### src/hw/perf_monitor_pkg.sv
// Notes on behaviour
// RQ1: control A bits 10..15 hold a six-bit miss-latency threshold, any value 0..63.
// RQ2: control A bit 16 lets counter one overflow signal an interrupt.
// RQ3: control A bit 17 lets counters two to four overflow signal an interrupt.
// RQ4: bit 17 enable takes precedence over freeze-on-interrupt for counters two to four.
// RQ5: bit 18 holds counters two to four until counter one top bit or interrupt.
// RQ6: control A bits 19..25 select counter one event, 128 choices.
// RQ7: control A bits 26..31 select counter two event, 64 choices.
// RQ8: control A is read and written at special register 952.
// RQ9: control A mirrored read-only to user at special register 936.
// RQ10: control B bits 0..4 select counter three event, 32 choices.
// RQ11: control B bits 5..9 select counter four event; bits 10..31 reserved.
// RQ12: control B is read and written at special register 956.
// RQ13: control B mirrored read-only to user at special register 940.
// RQ14: four 32-bit counters, each may raise an interrupt on overflow.
// RQ15: a counter has overflowed once its top bit is set.
// RQ16: overflow signals only when its enable and global enable are both set.
// RQ17: hardware clears global enable (bit 5) when an interrupt is signalled; a control A write in that cycle keeps its written value instead.
// RQ18: with freeze-on-interrupt set, counters stop once a counter interrupt occurs.
// RQ19: reserved bits of control B read zero and ignore writes.
package perf_monitor_pkg;
   localparam logic [9:0] SPR_CTRL_A     = 10'h3B8;
   localparam logic [9:0] SPR_CTRL_B     = 10'h3BC;
   localparam logic [9:0] SPR_USR_CTRL_A = 10'h3A8;
   localparam logic [9:0] SPR_USR_CTRL_B = 10'h3AC;
   localparam logic [9:0] SPR_CNT_1      = 10'h3B9;
   localparam logic [9:0] SPR_CNT_2      = 10'h3BA;
   localparam logic [9:0] SPR_CNT_3      = 10'h3BD;
   localparam logic [9:0] SPR_CNT_4      = 10'h3BE;
   localparam int  N_CNT            = 4;
   localparam int  CNT_W            = 32;
   localparam int  TOP_BIT          = 31;
   // control A and B field positions, lsb-numbered (documented bit k sits at 31-k)
   localparam int  A_FREEZE_POS     = 25;
   localparam int  A_GIE_POS        = 26;
   localparam int  A_THRESH_LSB     = 16;
   localparam int  A_C1_IE_POS      = 15;
   localparam int  A_C234_IE_POS    = 14;
   localparam int  A_HOLD_POS       = 13;
   localparam int  A_SEL1_LSB       = 6;
   localparam int  A_SEL2_LSB       = 0;
   localparam int  B_SEL3_LSB       = 27;
   localparam int  B_SEL4_LSB       = 22;
   localparam logic [31:0] B_WRITE_MASK = 32'hFFC0_0000;
   localparam logic [31:0] CTRL_RESET   = 32'h0000_0000;
   localparam logic [31:0] CNT_RESET    = 32'h0000_0000;
   localparam logic [6:0]  SEL_HOLD     = 7'h00;
endpackage

### src/hw/event_sel.sv
`timescale 1ns/10ps
// picks one event line for a counter; code zero means hold
module event_sel #(
   parameter int N_EV = 128,
   parameter int SW   = 7
) (
   input  wire logic [N_EV-1:0] i_events,
   input  wire logic [SW-1:0]   i_sel,
   output logic                 o_hit
);
   // hold code selects line 0, which the top ties low
   assign o_hit = i_events[i_sel];
endmodule

### src/hw/ovf_irq.sv
`timescale 1ns/10ps
// forms the interrupt condition from the counter top bits
module ovf_irq (
   input  wire logic       i_gie,
   input  wire logic       i_c1_ie,
   input  wire logic       i_c234_ie,
   input  wire logic [3:0] i_top,
   output logic            o_irq
);
   // both per-counter and global enables needed [RQ16] [RQ2] [RQ3] [RQ15]
   assign o_irq = i_gie & ((i_c1_ie & i_top[0]) | (i_c234_ie & (|i_top[3:1])));
endmodule

### src/hw/perf_monitor.sv
`timescale 1ns/10ps
// performance monitor control registers and four event counters
module perf_monitor
   import perf_monitor_pkg::*;
#(
   parameter int N_EV1 = 128,
   parameter int N_EV2 = 64,
   parameter int N_EV3 = 32,
   parameter int N_EV4 = 32
) (
   input  wire logic             i_ref_clk,
   input  wire logic             i_nrst,
   input  wire logic             i_spr_wr,
   input  wire logic             i_spr_rd,
   input  wire logic [9:0]       i_spr_num,
   input  wire logic [31:0]      i_spr_wdata,
   input  wire logic [N_EV1-1:0] i_ev1,
   input  wire logic [N_EV2-1:0] i_ev2,
   input  wire logic [N_EV3-1:0] i_ev3,
   input  wire logic [N_EV4-1:0] i_ev4,
   output logic [31:0]           o_spr_rdata,
   output logic                  o_spr_ack,
   output logic                  o_pm_irq,
   output logic [5:0]            o_threshold
);
   import perf_monitor_pkg::*;

   typedef struct packed {
      logic [31:0]      ctrl_a;
      logic [31:0]      ctrl_b;
      logic [3:0][31:0] cnt;
      logic             frozen;
      logic             released;
      logic [31:0]      rdata;
      logic             ack;
      logic             irq;
   } state_t;

   state_t st_r;
   state_t st_nxt;
   logic [3:0] hit;
   logic [3:0] top;
   logic       irq_cond;

   // true when a special-register access hits one of our numbers
   function automatic logic is_ours(input logic [9:0] n);
      is_ours = (n == SPR_CTRL_A) || (n == SPR_CTRL_B) || (n == SPR_USR_CTRL_A) ||
                (n == SPR_USR_CTRL_B) || (n == SPR_CNT_1) || (n == SPR_CNT_2) ||
                (n == SPR_CNT_3) || (n == SPR_CNT_4);
   endfunction

   // event selection per counter; line 0 is the hold code so it is forced low
   event_sel #(.N_EV(N_EV1), .SW(7)) u_sel1 (
      .i_events ({i_ev1[N_EV1-1:1], 1'b0}),
      .i_sel    (st_r.ctrl_a[A_SEL1_LSB +: 7]), // [RQ6]
      .o_hit    (hit[0])
   );
   event_sel #(.N_EV(N_EV2), .SW(6)) u_sel2 (
      .i_events ({i_ev2[N_EV2-1:1], 1'b0}),
      .i_sel    (st_r.ctrl_a[A_SEL2_LSB +: 6]), // [RQ7]
      .o_hit    (hit[1])
   );
   event_sel #(.N_EV(N_EV3), .SW(5)) u_sel3 (
      .i_events ({i_ev3[N_EV3-1:1], 1'b0}),
      .i_sel    (st_r.ctrl_b[B_SEL3_LSB +: 5]), // [RQ10]
      .o_hit    (hit[2])
   );
   event_sel #(.N_EV(N_EV4), .SW(5)) u_sel4 (
      .i_events ({i_ev4[N_EV4-1:1], 1'b0}),
      .i_sel    (st_r.ctrl_b[B_SEL4_LSB +: 5]), // [RQ11]
      .o_hit    (hit[3])
   );

   // overflow flags are the counter top bits
   always_comb begin
      for (int k = 0; k < N_CNT; k++) begin
         top[k] = st_r.cnt[k][TOP_BIT]; // [RQ15]
      end
   end

   ovf_irq u_irq (
      .i_gie     (st_r.ctrl_a[A_GIE_POS]),
      .i_c1_ie   (st_r.ctrl_a[A_C1_IE_POS]),
      .i_c234_ie (st_r.ctrl_a[A_C234_IE_POS]),
      .i_top     (top),
      .o_irq     (irq_cond)
   );

   // next-state logic: counting, interrupt, register access
   always_comb begin
      logic run1;
      logic run234;
      run1   = 1'b0;
      run234 = 1'b0;
      st_nxt = st_r;
      st_nxt.ack   = 1'b0;
      st_nxt.irq   = 1'b0;
      st_nxt.rdata = 32'h0000_0000;

      // freeze only applies to counter one when the 2-4 enable is set
      run1   = ~(st_r.frozen & st_r.ctrl_a[A_FREEZE_POS]); // [RQ18]
      run234 = ~(st_r.frozen & st_r.ctrl_a[A_FREEZE_POS] &
                 ~st_r.ctrl_a[A_C234_IE_POS]); // [RQ4]
      // start hold for counters two to four
      if (st_r.ctrl_a[A_HOLD_POS] && !st_r.released) begin
         run234 = 1'b0; // [RQ5]
      end
      if (run1 && hit[0]) begin
         st_nxt.cnt[0] = st_r.cnt[0] + 32'h0000_0001; // [RQ14]
      end
      for (int k = 1; k < N_CNT; k++) begin
         if (run234 && hit[k]) begin
            st_nxt.cnt[k] = st_r.cnt[k] + 32'h0000_0001; // [RQ14]
         end
      end
      if (top[0]) begin
         st_nxt.released = 1'b1; // [RQ5]
      end
      // signalling drops the global enable and may freeze counting
      if (irq_cond) begin
         st_nxt.irq = 1'b1;
         st_nxt.ctrl_a[A_GIE_POS] = 1'b0; // [RQ17]
         st_nxt.frozen   = 1'b1; // [RQ18]
         st_nxt.released = 1'b1; // [RQ5]
      end
      // writes win over counting in the same cycle; the global enable write wins too
      if (i_spr_wr) begin
         case (i_spr_num)
            SPR_CTRL_A: begin
               st_nxt.ctrl_a   = i_spr_wdata; // [RQ8] [RQ1]
               // a write re-arms both latches, but an event in the same cycle still sets them
               st_nxt.frozen   = irq_cond; // [RQ18]
               st_nxt.released = top[0] | irq_cond; // [RQ5]
            end
            SPR_CTRL_B: st_nxt.ctrl_b = i_spr_wdata & B_WRITE_MASK; // [RQ12] [RQ19]
            SPR_CNT_1:  st_nxt.cnt[0] = i_spr_wdata;
            SPR_CNT_2:  st_nxt.cnt[1] = i_spr_wdata;
            SPR_CNT_3:  st_nxt.cnt[2] = i_spr_wdata;
            SPR_CNT_4:  st_nxt.cnt[3] = i_spr_wdata;
            default: ; // mirrors and foreign numbers ignore writes [RQ9] [RQ13]
         endcase
         st_nxt.ack = is_ours(i_spr_num);
      end else if (i_spr_rd) begin
         case (i_spr_num)
            SPR_CTRL_A:     st_nxt.rdata = st_r.ctrl_a; // [RQ8]
            SPR_USR_CTRL_A: st_nxt.rdata = st_r.ctrl_a; // [RQ9]
            SPR_CTRL_B:     st_nxt.rdata = st_r.ctrl_b; // [RQ12]
            SPR_USR_CTRL_B: st_nxt.rdata = st_r.ctrl_b; // [RQ13]
            SPR_CNT_1:      st_nxt.rdata = st_r.cnt[0];
            SPR_CNT_2:      st_nxt.rdata = st_r.cnt[1];
            SPR_CNT_3:      st_nxt.rdata = st_r.cnt[2];
            SPR_CNT_4:      st_nxt.rdata = st_r.cnt[3];
            default:        st_nxt.rdata = 32'h0000_0000;
         endcase
         st_nxt.ack = is_ours(i_spr_num);
      end
   end

   // single state register; control cleared at power up
   always_ff @(posedge i_ref_clk or negedge i_nrst) begin
      if (!i_nrst) begin
         st_r.ctrl_a   <= CTRL_RESET;
         st_r.ctrl_b   <= CTRL_RESET;
         st_r.cnt      <= {N_CNT{CNT_RESET}};
         st_r.frozen   <= 1'b0;
         st_r.released <= 1'b0;
         st_r.rdata    <= 32'h0000_0000;
         st_r.ack      <= 1'b0;
         st_r.irq      <= 1'b0;
      end else begin
         st_r <= st_nxt;
      end
   end

   assign o_spr_rdata = st_r.rdata;
   assign o_spr_ack   = st_r.ack;
   assign o_pm_irq    = st_r.irq;
   assign o_threshold = st_r.ctrl_a[A_THRESH_LSB +: 6]; // [RQ1]
endmodule

### config.mk
export PLATFORM = sky130hd
export DESIGN_NAME = perf_monitor
export DESIGN_NICKNAME = d
export VERILOG_FILES = /design/src/hw/perf_monitor_pkg.sv /design/src/hw/event_sel.sv /design/src/hw/ovf_irq.sv /design/src/hw/perf_monitor.sv
export SDC_FILE = /design/constraint.sdc
export NUM_CORES = 1
export LEC_CHECK = 0
export BUFFER_PORTS_ARGS = -buffer_cell sky130_fd_sc_hd__buf_2
export CAP_MARGIN = 20
export CORE_MARGIN = 1
export CORE_UTILIZATION = 59
export CTS_BUF_LIST = sky130_fd_sc_hd__clkbuf_4 sky130_fd_sc_hd__clkbuf_8 sky130_fd_sc_hd__clkbuf_16
export DETAILED_ROUTE_END_ITERATION = 8
export PLACE_DENSITY = 0.87
export SYNTH_ARGS = -nofsm -noshare
export SYNTH_HDL_FRONTEND = slang
export SYNTH_SLANG_ARGS = --single-unit
### constraint.sdc
create_clock -name i_ref_clk -period 5.5 [get_ports i_ref_clk]
set_input_delay 0.55 -clock i_ref_clk [delete_from_list [all_inputs] [get_ports i_ref_clk]]
set_output_delay 0.55 -clock i_ref_clk [all_outputs]
set_load 0.05 [all_outputs]
**Word-level counts from Yosys, hierarchy flattened**

Cells that the tools add are included.

- Add/subtract/negate cells: 4
- Equality and inequality tests: 8
- Reductions and logical operators: 18
- Muxes and demuxes: 29
- Bitwise operators: 10
- Magnitude comparators: 4

Operators by type and width:

| operator | count |
|---|---|
| 32-bit 2-to-1 mux | 10 |
| 32-bit case mux with 6 select lines | 1 |
| 189-bit 2-to-1 mux | 1 |
| 32-bit by 1-bit adder with 32-bit output, second input constant | 4 |
| 10-bit equality test, second input constant | 8 |
| 33-bit 2-to-1 mux | 1 |
| 27-bit 2-to-1 mux | 1 |
| 5-bit by 6-bit < comparator with 1-bit output, second input constant | 2 |
| 1-bit binary-select mux with 5-bit select | 2 |
| 1-bit 2-to-1 mux | 9 |
| 7-bit by 8-bit < comparator with 1-bit output, second input constant | 1 |
| 1-bit binary-select mux with 7-bit select | 1 |
| 1-bit logical OR | 7 |
| 6-bit by 7-bit < comparator with 1-bit output, second input constant | 1 |
| 1-bit binary-select mux with 6-bit select | 1 |
| 1-bit AND | 5 |
| 1-bit logical AND | 5 |
| 2-bit 2-to-1 mux | 2 |
| 2-bit AND reduction | 2 |
| 2-bit OR reduction | 2 |
| 1-bit inverter | 3 |
| 3-bit OR reduction | 1 |
| 1-bit bitwise OR | 2 |
| 1-bit zero test | 1 |

- Input bits: 302
- Word-level logic and storage cells: 85
- Register bits after elaboration: 206
- Output and inout bits: 40

**Depth between registers and ports, before layout**

Gate-level depths: netlist of run 1.

- Depth in word-level cells: 10
- Depth in mapped cells: 13
- Gate-level depth less buffers: 8

**By module**

From an unflattened synthesis of run 1, not the netlist that was laid out.

- Cell total of the unflattened synthesis: 1,490
- Area, all modules: 13,980.9 sq um

Modules (own cells, without submodules):

| module | times used | area each (sq um) | cells each | sequential area each (sq um) |
|---|---|---|---|---|
| perf_monitor | 1 | 11,598.6 | 1,257 | 5,154.9 |
| event_sel at u_sel1 | 1 | 1,113.6 | 86 | 0.0 |
| event_sel at u_sel3 ... | 2 | 325.3 | 41 | 0.0 |
| event_sel at u_sel2 | 1 | 600.6 | 62 | 0.0 |
| ovf_irq | 1 | 17.5 | 3 | 0.0 |

**Least setup slack after synthesis of run 1**

No wires, ideal clock.

- Path kind: register to register
- Start point: reg st_r[196] in the netlist's numbering
- End point: reg st_r[91] in the netlist's numbering
- Path slack: 2.799 ns
- Arrival time: 2.619 ns
- Required time: 5.418 ns
- Clock period less this slack: 2.701 ns
- Library setup time: 0.082 ns
- Stages on the path, launching flop included: 12
- Path buffers: 4
- Cells stage by stage: dfrtp_1 buf_6 buf_12 mux4_2 o32ai_2 o311ai_1 and2_4 buf_6 or2_1 buf_6 or4_1 a31oi_1

RTL lines:

| what | line | source |
|---|---|---|
| from (decl) | perf_monitor.sv:39 | `state_t st_r;` |
| from (signal assigned) | perf_monitor.sv:171 | `st_r <= st_nxt;` |

==> metrics.log, run 1 <==
[metrics] outcome: finished clean
[metrics] total global-route track usage: 34.62%
[metrics] layout cells sized above 1: between 30% and 40%
[metrics] ANT cells: 0
[metrics] Setup Buffers After CTS: 0
[metrics] number of setup violations in the final report: 0
[metrics] #FFs+latches synth: 206
[metrics] remaining global-route overflow: 0
[metrics] gate count of the mapped netlist: between 1000 and 1500
[metrics] ANT nets after route: 0
[metrics] via count: roughly 13000
[metrics] total standard cell area after synthesis: 0.01354 sq mm
[metrics] Core ar.: 0.02257 sq mm
[metrics] first-pass iteration count of the detailed router: 7
[metrics] Hold/Removal Path Class: in -> async
[metrics] total number of H-tree levels: 1
[metrics] clock edge transition at the registers on the reported setup and hold paths: ~0.060 ns
[metrics] cells resized by post-CTS repair: 0
[metrics] Port Buffer Count: approximately 340
[metrics] maximum number of pins on one net before global-route repair: ~130
[metrics] Max Cap Viol: 0
[metrics] DP Worst Slack: roughly 1.5 ns
[metrics] sequential-to-total area share from yosys stat: between 30% and 40%
[metrics] Horiz. Die Dim: 153.5 microns
[metrics] final-report hold violation count: 0
[metrics] maximum resistive drop on vdd: 0.2673 mV
[metrics] launch point of the critical path: st_r[202]
[metrics] Initial Utilization: approximately 60%
[metrics] CTS tree: yes
[metrics] actual transition at the worst max-transition pin: approximately 1.1 ns
[metrics] static power due to leakage: roughly 6.8 nW
[metrics] crit-path max FO: 35
[metrics] number of sinks driven by the clock tree: about 210
[metrics] Worst-Skew Late Latency: between 0.5 and 0.6 ns
[metrics] final weighted congestion in routability-driven placement: 0.9135
[metrics] post-route setup TNS: 0 ns
[metrics] Total Die Area: between 0.02 and 0.025 sq mm
[metrics] Hold Buf Count CTS: 0
[metrics] number of global-route vias before repair: ~13000
[metrics] number of pins exceeding their max-slew limit in the final report: 0
[metrics] Final Util: between 70% and 80%
[metrics] most common library cell in the layout ignoring fill and taps: sky130_fd_sc_hd__buf_2
[metrics] Syn-to-layout area delta: 16.96%
[metrics] post-layout worst setup margin: ~1.5 ns
[metrics] total half-perimeter wirelength after legalization and detailed placement: between 20 and 30 mm
[metrics] Worst setup SP type: flop
[metrics] remaining design rule violation count: 0
[metrics] worst flop-to-flop path startpoint: st_r[202]
[metrics] dominant synthesized flop cell: sky130_fd_sc_hd__dfrtp_1
[metrics] count of yosys warnings during synthesis: 0
[metrics] net count after synthesis: approximately 1700
[metrics] # rows: 55
[metrics] register cell area after layout: between 0.005 and 0.006 sq mm
[metrics] Power per Cell Area: ~230 mW/mm^2
[metrics] number of enable-type register cells in the synthesized netlist: 0
[metrics] final routed wirelength across all metal layers: just over 40 mm
[metrics] maximum buffer depth of the clock tree: 3
[metrics] number of clock buffers inserted by TritonCTS: 23
[metrics] Die Y-Extent: around 150 microns
[metrics] commonest cells after routing, fill and taps aside: sky130_fd_sc_hd__buf_2 (336), sky130_fd_sc_hd__dfrtp_1 (205), sky130_fd_sc_hd__nor2_1 (131)
[metrics] routed len/inst: 21.14 microns
[metrics] number of different library cells in the post-synthesis netlist: 72
[metrics] maximum clock frequency: between 0.2 and 0.3 GHz
[metrics] overall power: around 0.0037 W
[metrics] slew margin rel.: 26.25%
[metrics] Final Critical Period: ~4 ns
[metrics] number of antenna violations at the first check in global routing: 0
[metrics] synthesized area per cell: around 9.6 sq um
[metrics] number of vias per cell: 6.531
[metrics] endpoint kind of the worst setup timing path: flop
[metrics] final period utilization: approximately 70%
[metrics] number of ports placed on the die boundary: roughly 340
[metrics] Crit Path Class: reg -> reg
[metrics] setup skew after layout: around 0.014 ns
[metrics] Async SR Flop Fraction: 100.0%
[metrics] global-route wire length before repair: around 65 mm
[metrics] worst endpoint required time: 5.89 ns
[metrics] number of nets in the layout: approximately 2000
[metrics] count of filler cells inserted in the layout: about 1600
[metrics] RSZ-0062 raised after global routing: false
[metrics] Critical Path AT: around 4.3 ns
[metrics] DR iter-0 viols: 2141
[metrics] Clock Root Buffer: sky130_fd_sc_hd__clkbuf_16
[metrics] area of the multi-input gates: 0.007452 sq mm
metrics by stage:
step | hold WS [ns] | std cells | instance area [sq um]
2_1_floorplan | 0.2544 | 1412 | 13540
3_3_place_gp | 0.4614 | 1909 | 14940
3_5_place_dp | 0.4781 | 1909 | 14940
4_1_cts | 0.1189 | 1950 | 15720
5_1_grt | 0.1462 | 1955 | 15830
6_report | 0.09848 | 1955 | 15830
state kept, by name, indices dropped and copies added (netlist names):
name,count
o_spr_ack,1
o_spr_rdata,32
st_r,166
o_pm_irq,1
o_threshold,6
synth_stat cells (all sizes together), types with 26 or more instances:
cell	number	area, sq um
dfrtp	206	5155
nor2	133	499.2
a21oi	121	605.6
nand2	96	360.4
xnor2	85	744.5
buf	71	530.5
clkbuf	67	251.5
mux4	56	1272
nor3	51	265.3
mux2i	50	500.5
nand3	48	245.2
inv	46	172.7
o21ai	44	220.2
mux2	39	439.2
a222oi	32	320.3
nor4	31	200.2
a31oi	26	162.7
where the power goes:
part | total (W) | switching [W] | internal (W)
clock network | 0.00156 | 0.000626 | 0.000935
logic | 0.000415 | 0.000207 | 0.000208
registers | 0.00168 | 0.0000961 | 0.00158
final timing paths:
check	to	slack, ns	cells past startpoint
worst max-delay path	st_r[63]	1.54	8
worst max register to register	st_r[63]	1.54	8
max in group asynchronous	st_r[202]	4.25	2
min in group i_ref_clk	o_spr_ack	0.26	2
worst min register to register	st_r[35]	0.50	1
worst min-delay path	o_spr_rdata[28]	0.1	1
critical path, stage by stage (launching register included):
cell	delay [ns]
sky130_fd_sc_hd__dfrtp_2	0.99
sky130_fd_sc_hd__nand3_1	0.21
sky130_fd_sc_hd__o2111ai_1	0.27
sky130_fd_sc_hd__a211oi_1	0.10
sky130_fd_sc_hd__a22oi_1	0.25
sky130_fd_sc_hd__nand3_2	0.43
sky130_fd_sc_hd__nor3_2	1.02
sky130_fd_sc_hd__a21boi_0	0.23
sky130_fd_sc_hd__o31a_1	0.32
routing by layer:
layer	GRT usage, %	up-vias	part of all wire, %
met5	0	-	0
met4	14.52	0	3.7
met3	7.088	154	11
met2	57.64	857	48
met1	44.08	6087	37
li1	-	5670	-
logic make-up after synthesis:
group | Yosys count | share of synthesized area, %
fa+ha+maj | 5 | 0.4437
buf+inv | 184 | 7.052
simple gates | 482 | 17.83
xor+xnor | 90 | 5.823
compound gates | 300 | 14.43
mux | 145 | 16.34
flops | 206 | 38.08
final cells by class:
class,count,share of cell area [%]
Inverter,46,1.091
Sequential cell,206,32.57
Clock inverter,6,0.3951
Multi-Input combinational cell,1022,47.07
Clock buffer,35,4.481
Tap cell,285,2.252
Timing Repair Buffer,355,12.15
Power figures use the tool's default switching activity.
==> run 2, diff against run 1 <==
ABC_AREA = 1   (was not set)
CORE_UTILIZATION = 57   (was 59)
PLACE_DENSITY = 0.83   (was 0.87)
clock period = 4 ns   (was 5.5 ns; I/O delays follow)
==> run 2 against run 1 <==
Net effect:
- the run now ends with hold timing left
- die area is 24% higher
- total power rose by 69%
- global-route usage increased by 11 points
==> metrics.log, run 2 <==
[metrics] net count after synthesis: 2796 (+63%)
[metrics] Clock Root Buffer: sky130_fd_sc_hd__clkbuf_16
[metrics] cells resized by post-CTS repair: 0 (unchanged)
[metrics] post-route setup TNS: 0 ns (unchanged)
[metrics] Critical Path AT: 3.79 ns (-0.55 ns)
[metrics] Non-Filler Instances: 3109 (+59%)
[metrics] Final Critical Period: 3.350 ns (-0.6067 ns)
[metrics] # rows: 61 (+11%)
[metrics] synthesized area per cell: 6.549 sq um (-32%)
[metrics] Power per Cell Area: 330.4 mW/mm^2 (+43%)
[metrics] number of different library cells in the post-synthesis netlist: 43 (-40%)
[metrics] Port Buffer Count: 337 (unchanged)
[metrics] remaining global-route overflow: 0 (unchanged)
[metrics] gate count of the mapped netlist: 2490 (+76%)
[metrics] clock edge transition at the registers on the reported setup and hold paths: 0.07 ns (about the same)
[metrics] number of vias per cell: 6.174 (-5.5%)
[metrics] remaining design rule violation count: 0 (unchanged)
[metrics] #FFs+latches synth: 206 (unchanged)
[metrics] RSZ-0062 raised after global routing: false
[metrics] post-synthesis cell type with the largest combined area: sky130_fd_sc_hd__dfrtp_1
[metrics] area share of and/or/nand/nor cells after synthesis: 37.68% (+20 points)
[metrics] Die Y-Extent: 171.1 microns (+12%)
[metrics] layout cells sized above 1: 16.26% (-14 points)
[metrics] via count: 19196 (+50%)
[metrics] first-pass iteration count of the detailed router: 9 (+2)
[metrics] Crit Path Class: reg -> reg
[metrics] sequential-to-total area share from yosys stat: 31.61% (-6.5 points)
[metrics] final routed wirelength across all metal layers: 68.85 mm (+67%)
[metrics] outcome: complete, but fails checks
[metrics] Total Die Area: 0.02929 sq mm (+24%)
[metrics] count of yosys warnings during synthesis: 0 (unchanged)
[metrics] maximum clock frequency: 0.2985 GHz (+18%)
[metrics] dominant synthesized flop cell: sky130_fd_sc_hd__dfrtp_1
[metrics] Layout Cell Area excl Fill: 0.01872 sq mm (+18%)
[metrics] DR iter-0 viols: 2374 (+11%)
[metrics] number of clock buffers inserted by TritonCTS: 24 (+4.3%)
[metrics] Hold Slack: -0.02557 ns (-0.1241 ns)
[metrics] crit-path max FO: 40 (+14%)
[metrics] number of pins exceeding their max-slew limit in the final report: 0 (unchanged)
[metrics] maximum number of pins on one net before global-route repair: 116 (-7.9%)
[metrics] number of antenna violations at the first check in global routing: 2 (+2)
[metrics] xor and xnor area share after synthesis: 5.800% (-0.023 points)
[metrics] final weighted congestion in routability-driven placement: 1.088 (+19%)
[metrics] placement-stage cell area: 0.01776 sq mm (+19%)
[metrics] endpoint kind of the worst setup timing path: flop
[metrics] number of ports placed on the die boundary: 342 (unchanged)
[metrics] Syn-to-layout area delta: 14.80%
[metrics] post-layout worst setup margin: 0.6498 ns (-0.8933 ns)
[metrics] area share of the largest cell type after synthesis: 31.61% (-6.5 points)
[metrics] cell types with the largest area share after synthesis: sky130_fd_sc_hd__dfrtp_1 (32%), sky130_fd_sc_hd__nand2_1 (15%), sky130_fd_sc_hd__nand3_1 (11%), sky130_fd_sc_hd__inv_1 (6.8%), sky130_fd_sc_hd__xor2_1 (5.3%)
[metrics] setup skew after layout: 0.01073 ns (-0.002985 ns)
[metrics] cell with the biggest individual delay on the critical path: sky130_fd_sc_hd__nand3_2
[metrics] number of sinks driven by the clock tree: 206 (unchanged)
[metrics] register with the most flip-flops: st_r
[metrics] Async SR Flop Fraction: 100.0% (unchanged)
[metrics] final period utilization: 83.76% (+12 points)
[metrics] Max Cap Viol: 0 (unchanged)
[metrics] total half-perimeter wirelength after legalization and detailed placement: 51.90 mm (+78%)
[metrics] maximum buffer depth of the clock tree: 3 (unchanged)
[metrics] final-report hold violation count: 8 (+8)
[metrics] most common library cell in the layout ignoring fill and taps: sky130_fd_sc_hd__nand2_1
[metrics] adder-cell share of the synthesized area: 0.3069% (-0.14 points)
[metrics] Initial Utilization: 58.38% (-1.6 points)
[metrics] number of enable-type register cells in the synthesized netlist: 0 (unchanged)
[metrics] global-route wire length before repair: 100.4 mm (+54%)
[metrics] slew margin rel.: 29.59% (+3.3 points)
[metrics] DP Worst Slack: 0.7544 ns (-0.7078 ns)
[metrics] static power due to leakage: 9.704 nW (+44%)
[metrics] number of cells in the design after placement: 3063 (+60%)
[metrics] Worst setup SP type: flop
[metrics] Horiz. Die Dim: 171.1 microns (+12%)
[metrics] total global-route track usage: 46.01% (+11 points)
[metrics] Worst-Skew Late Latency: 0.54 ns (+0.03 ns)
[metrics] top post-synthesis cells by count: sky130_fd_sc_hd__nand2_1 (650), sky130_fd_sc_hd__nand3_1 (348), sky130_fd_sc_hd__inv_1 (297), sky130_fd_sc_hd__dfrtp_1 (206), sky130_fd_sc_hd__nor2_1 (158)
[metrics] Setup Buffers After CTS: 0 (unchanged)
[metrics] Hold Buf Count CTS: 0 (unchanged)
[metrics] ANT nets after route: 0 (unchanged)
[metrics] maximum resistive drop on vdd: 0.3722 mV (+39%)
[metrics] cell chain of the critical path: inv_2, buf_4, nand2_1, nand3_1, nand3_1, nand3_1, nand2_1, nand2_1, nand3_1, nand3_2, nand3_2, nand2_1, nand3_1, nand2_1, inv_1
[metrics] total standard cell area after synthesis: 0.01631 sq mm (+20%)
[metrics] number of setup violations in the final report: 0 (unchanged)
[metrics] actual transition at the worst max-transition pin: 1.054 ns (-0.04659 ns)
[metrics] launch point of the critical path: st_r[202]
[metrics] critical path's top delay family: simple AND/OR/NAND/NOR gates
[metrics] commonest cells after routing, fill and taps aside: sky130_fd_sc_hd__nand2_1 (649), sky130_fd_sc_hd__nand3_1 (348), sky130_fd_sc_hd__buf_2 (336)
[metrics] Max stage delay on crit path: 0.62 ns (-0.40 ns)
[metrics] number of flip-flops in the largest register: 166 (unchanged)
[metrics] compound-cell area share of the yosys netlist: 11.10% (-3.3 points)
[metrics] worst flop-to-flop path startpoint: st_r[202]
[metrics] dominant cell by count in the synthesized netlist: sky130_fd_sc_hd__nand2_1
[metrics] number of global-route vias before repair: 17409 (+35%)
[metrics] Core ar.: 0.02793 sq mm (+24%)
[metrics] worst endpoint required time: 4.44 ns (-1.45 ns)
[metrics] routed len/inst: 22.14 microns (+4.8%)
[metrics] number of nets in the layout: 3018 (+54%)
[metrics] largest family of logic cells by synthesized area: simple AND/OR/NAND/NOR gates
[metrics] Hold/Removal Path Class: in -> async
[metrics] total number of H-tree levels: 1 (unchanged)
[metrics] Buffers & Inverters on Critical Path: 3 (+3)
[metrics] CTS tree: yes
[metrics] violations in the final reports: hold timing
[metrics] share of cell area taken by muxes after synthesis: 0.3453% (-16 points)
run 2: changes by cell type in the layout (fill, tap and decap cells not counted), sizes merged, moves of 93 or more:
cell | before | now
xor2 | 5 | 98
o21ai | 44 | 176
nand4 | 19 | 120
inv | 46 | 305
nand2 | 96 | 651
nand3 | 48 | 359
run 2: cells by family (layout without fill, tap and decap cells):
family                   Yosys count  in the layout
AND/OR/NAND/NOR                 1378           1378
buffers and inverters            480            720
AO/OA/AOI/OAI                    309            309
flip-flops                       206            206
XOR/XNOR                         108            108
multiplexers                       5              5
adder cells (fa/ha/maj)            4              4
other                              0              1
run 2: final cells by class:
cell class                 count  area (sq um)
sequential                   206          5156
clock buffer                  28         660.6
multi-input combinational   1804          9026
antenna                        1         2.502
fill                        2487          9213
tap                          378         473.0
inverter                     307          1152
timing repair buffer         369          1973
clock inverter                16         277.8
run 2: final timing paths:
kind	slack, ns	to	cells past startpoint
setup / recovery	0.65	st_r[54]	15
hold / removal	-0.03	st_r[110]	1
setup reg to reg	0.65	st_r[54]	15
hold reg to reg	0.51	st_r[35]	2
max in group asynchronous	3.07	st_r[67]	2
min in group i_ref_clk	0.19	st_r[47]	3
run 2: through the flow:
step	util, %	hold WS (ns)	total power [W]
6_report	67.02	-0.02557	0.006186
5_1_grt	67.01	0.05758	0.006374
4_1_cts	66.94	0.02602	0.006128
3_5_place_dp	63.58	0.4818	0.003556
3_3_place_gp	63.58	0.4686	0.003528
2_1_floorplan	-	0.1044	0.003034
run 2: report_power, final:
part	switching (W)	internal [W]
clock network	0.000965	0.00164
logic	0.000717	0.000374
registers	0.000260	0.00223
run 2: metal layers:
metal / part of all wire (%) / GRT usage (%)
met5: 0.019 / 0
met4: 8.3 / 32.38
met3: 13 / 12.95
met2: 43 / 71.42
met1: 36 / 55.00
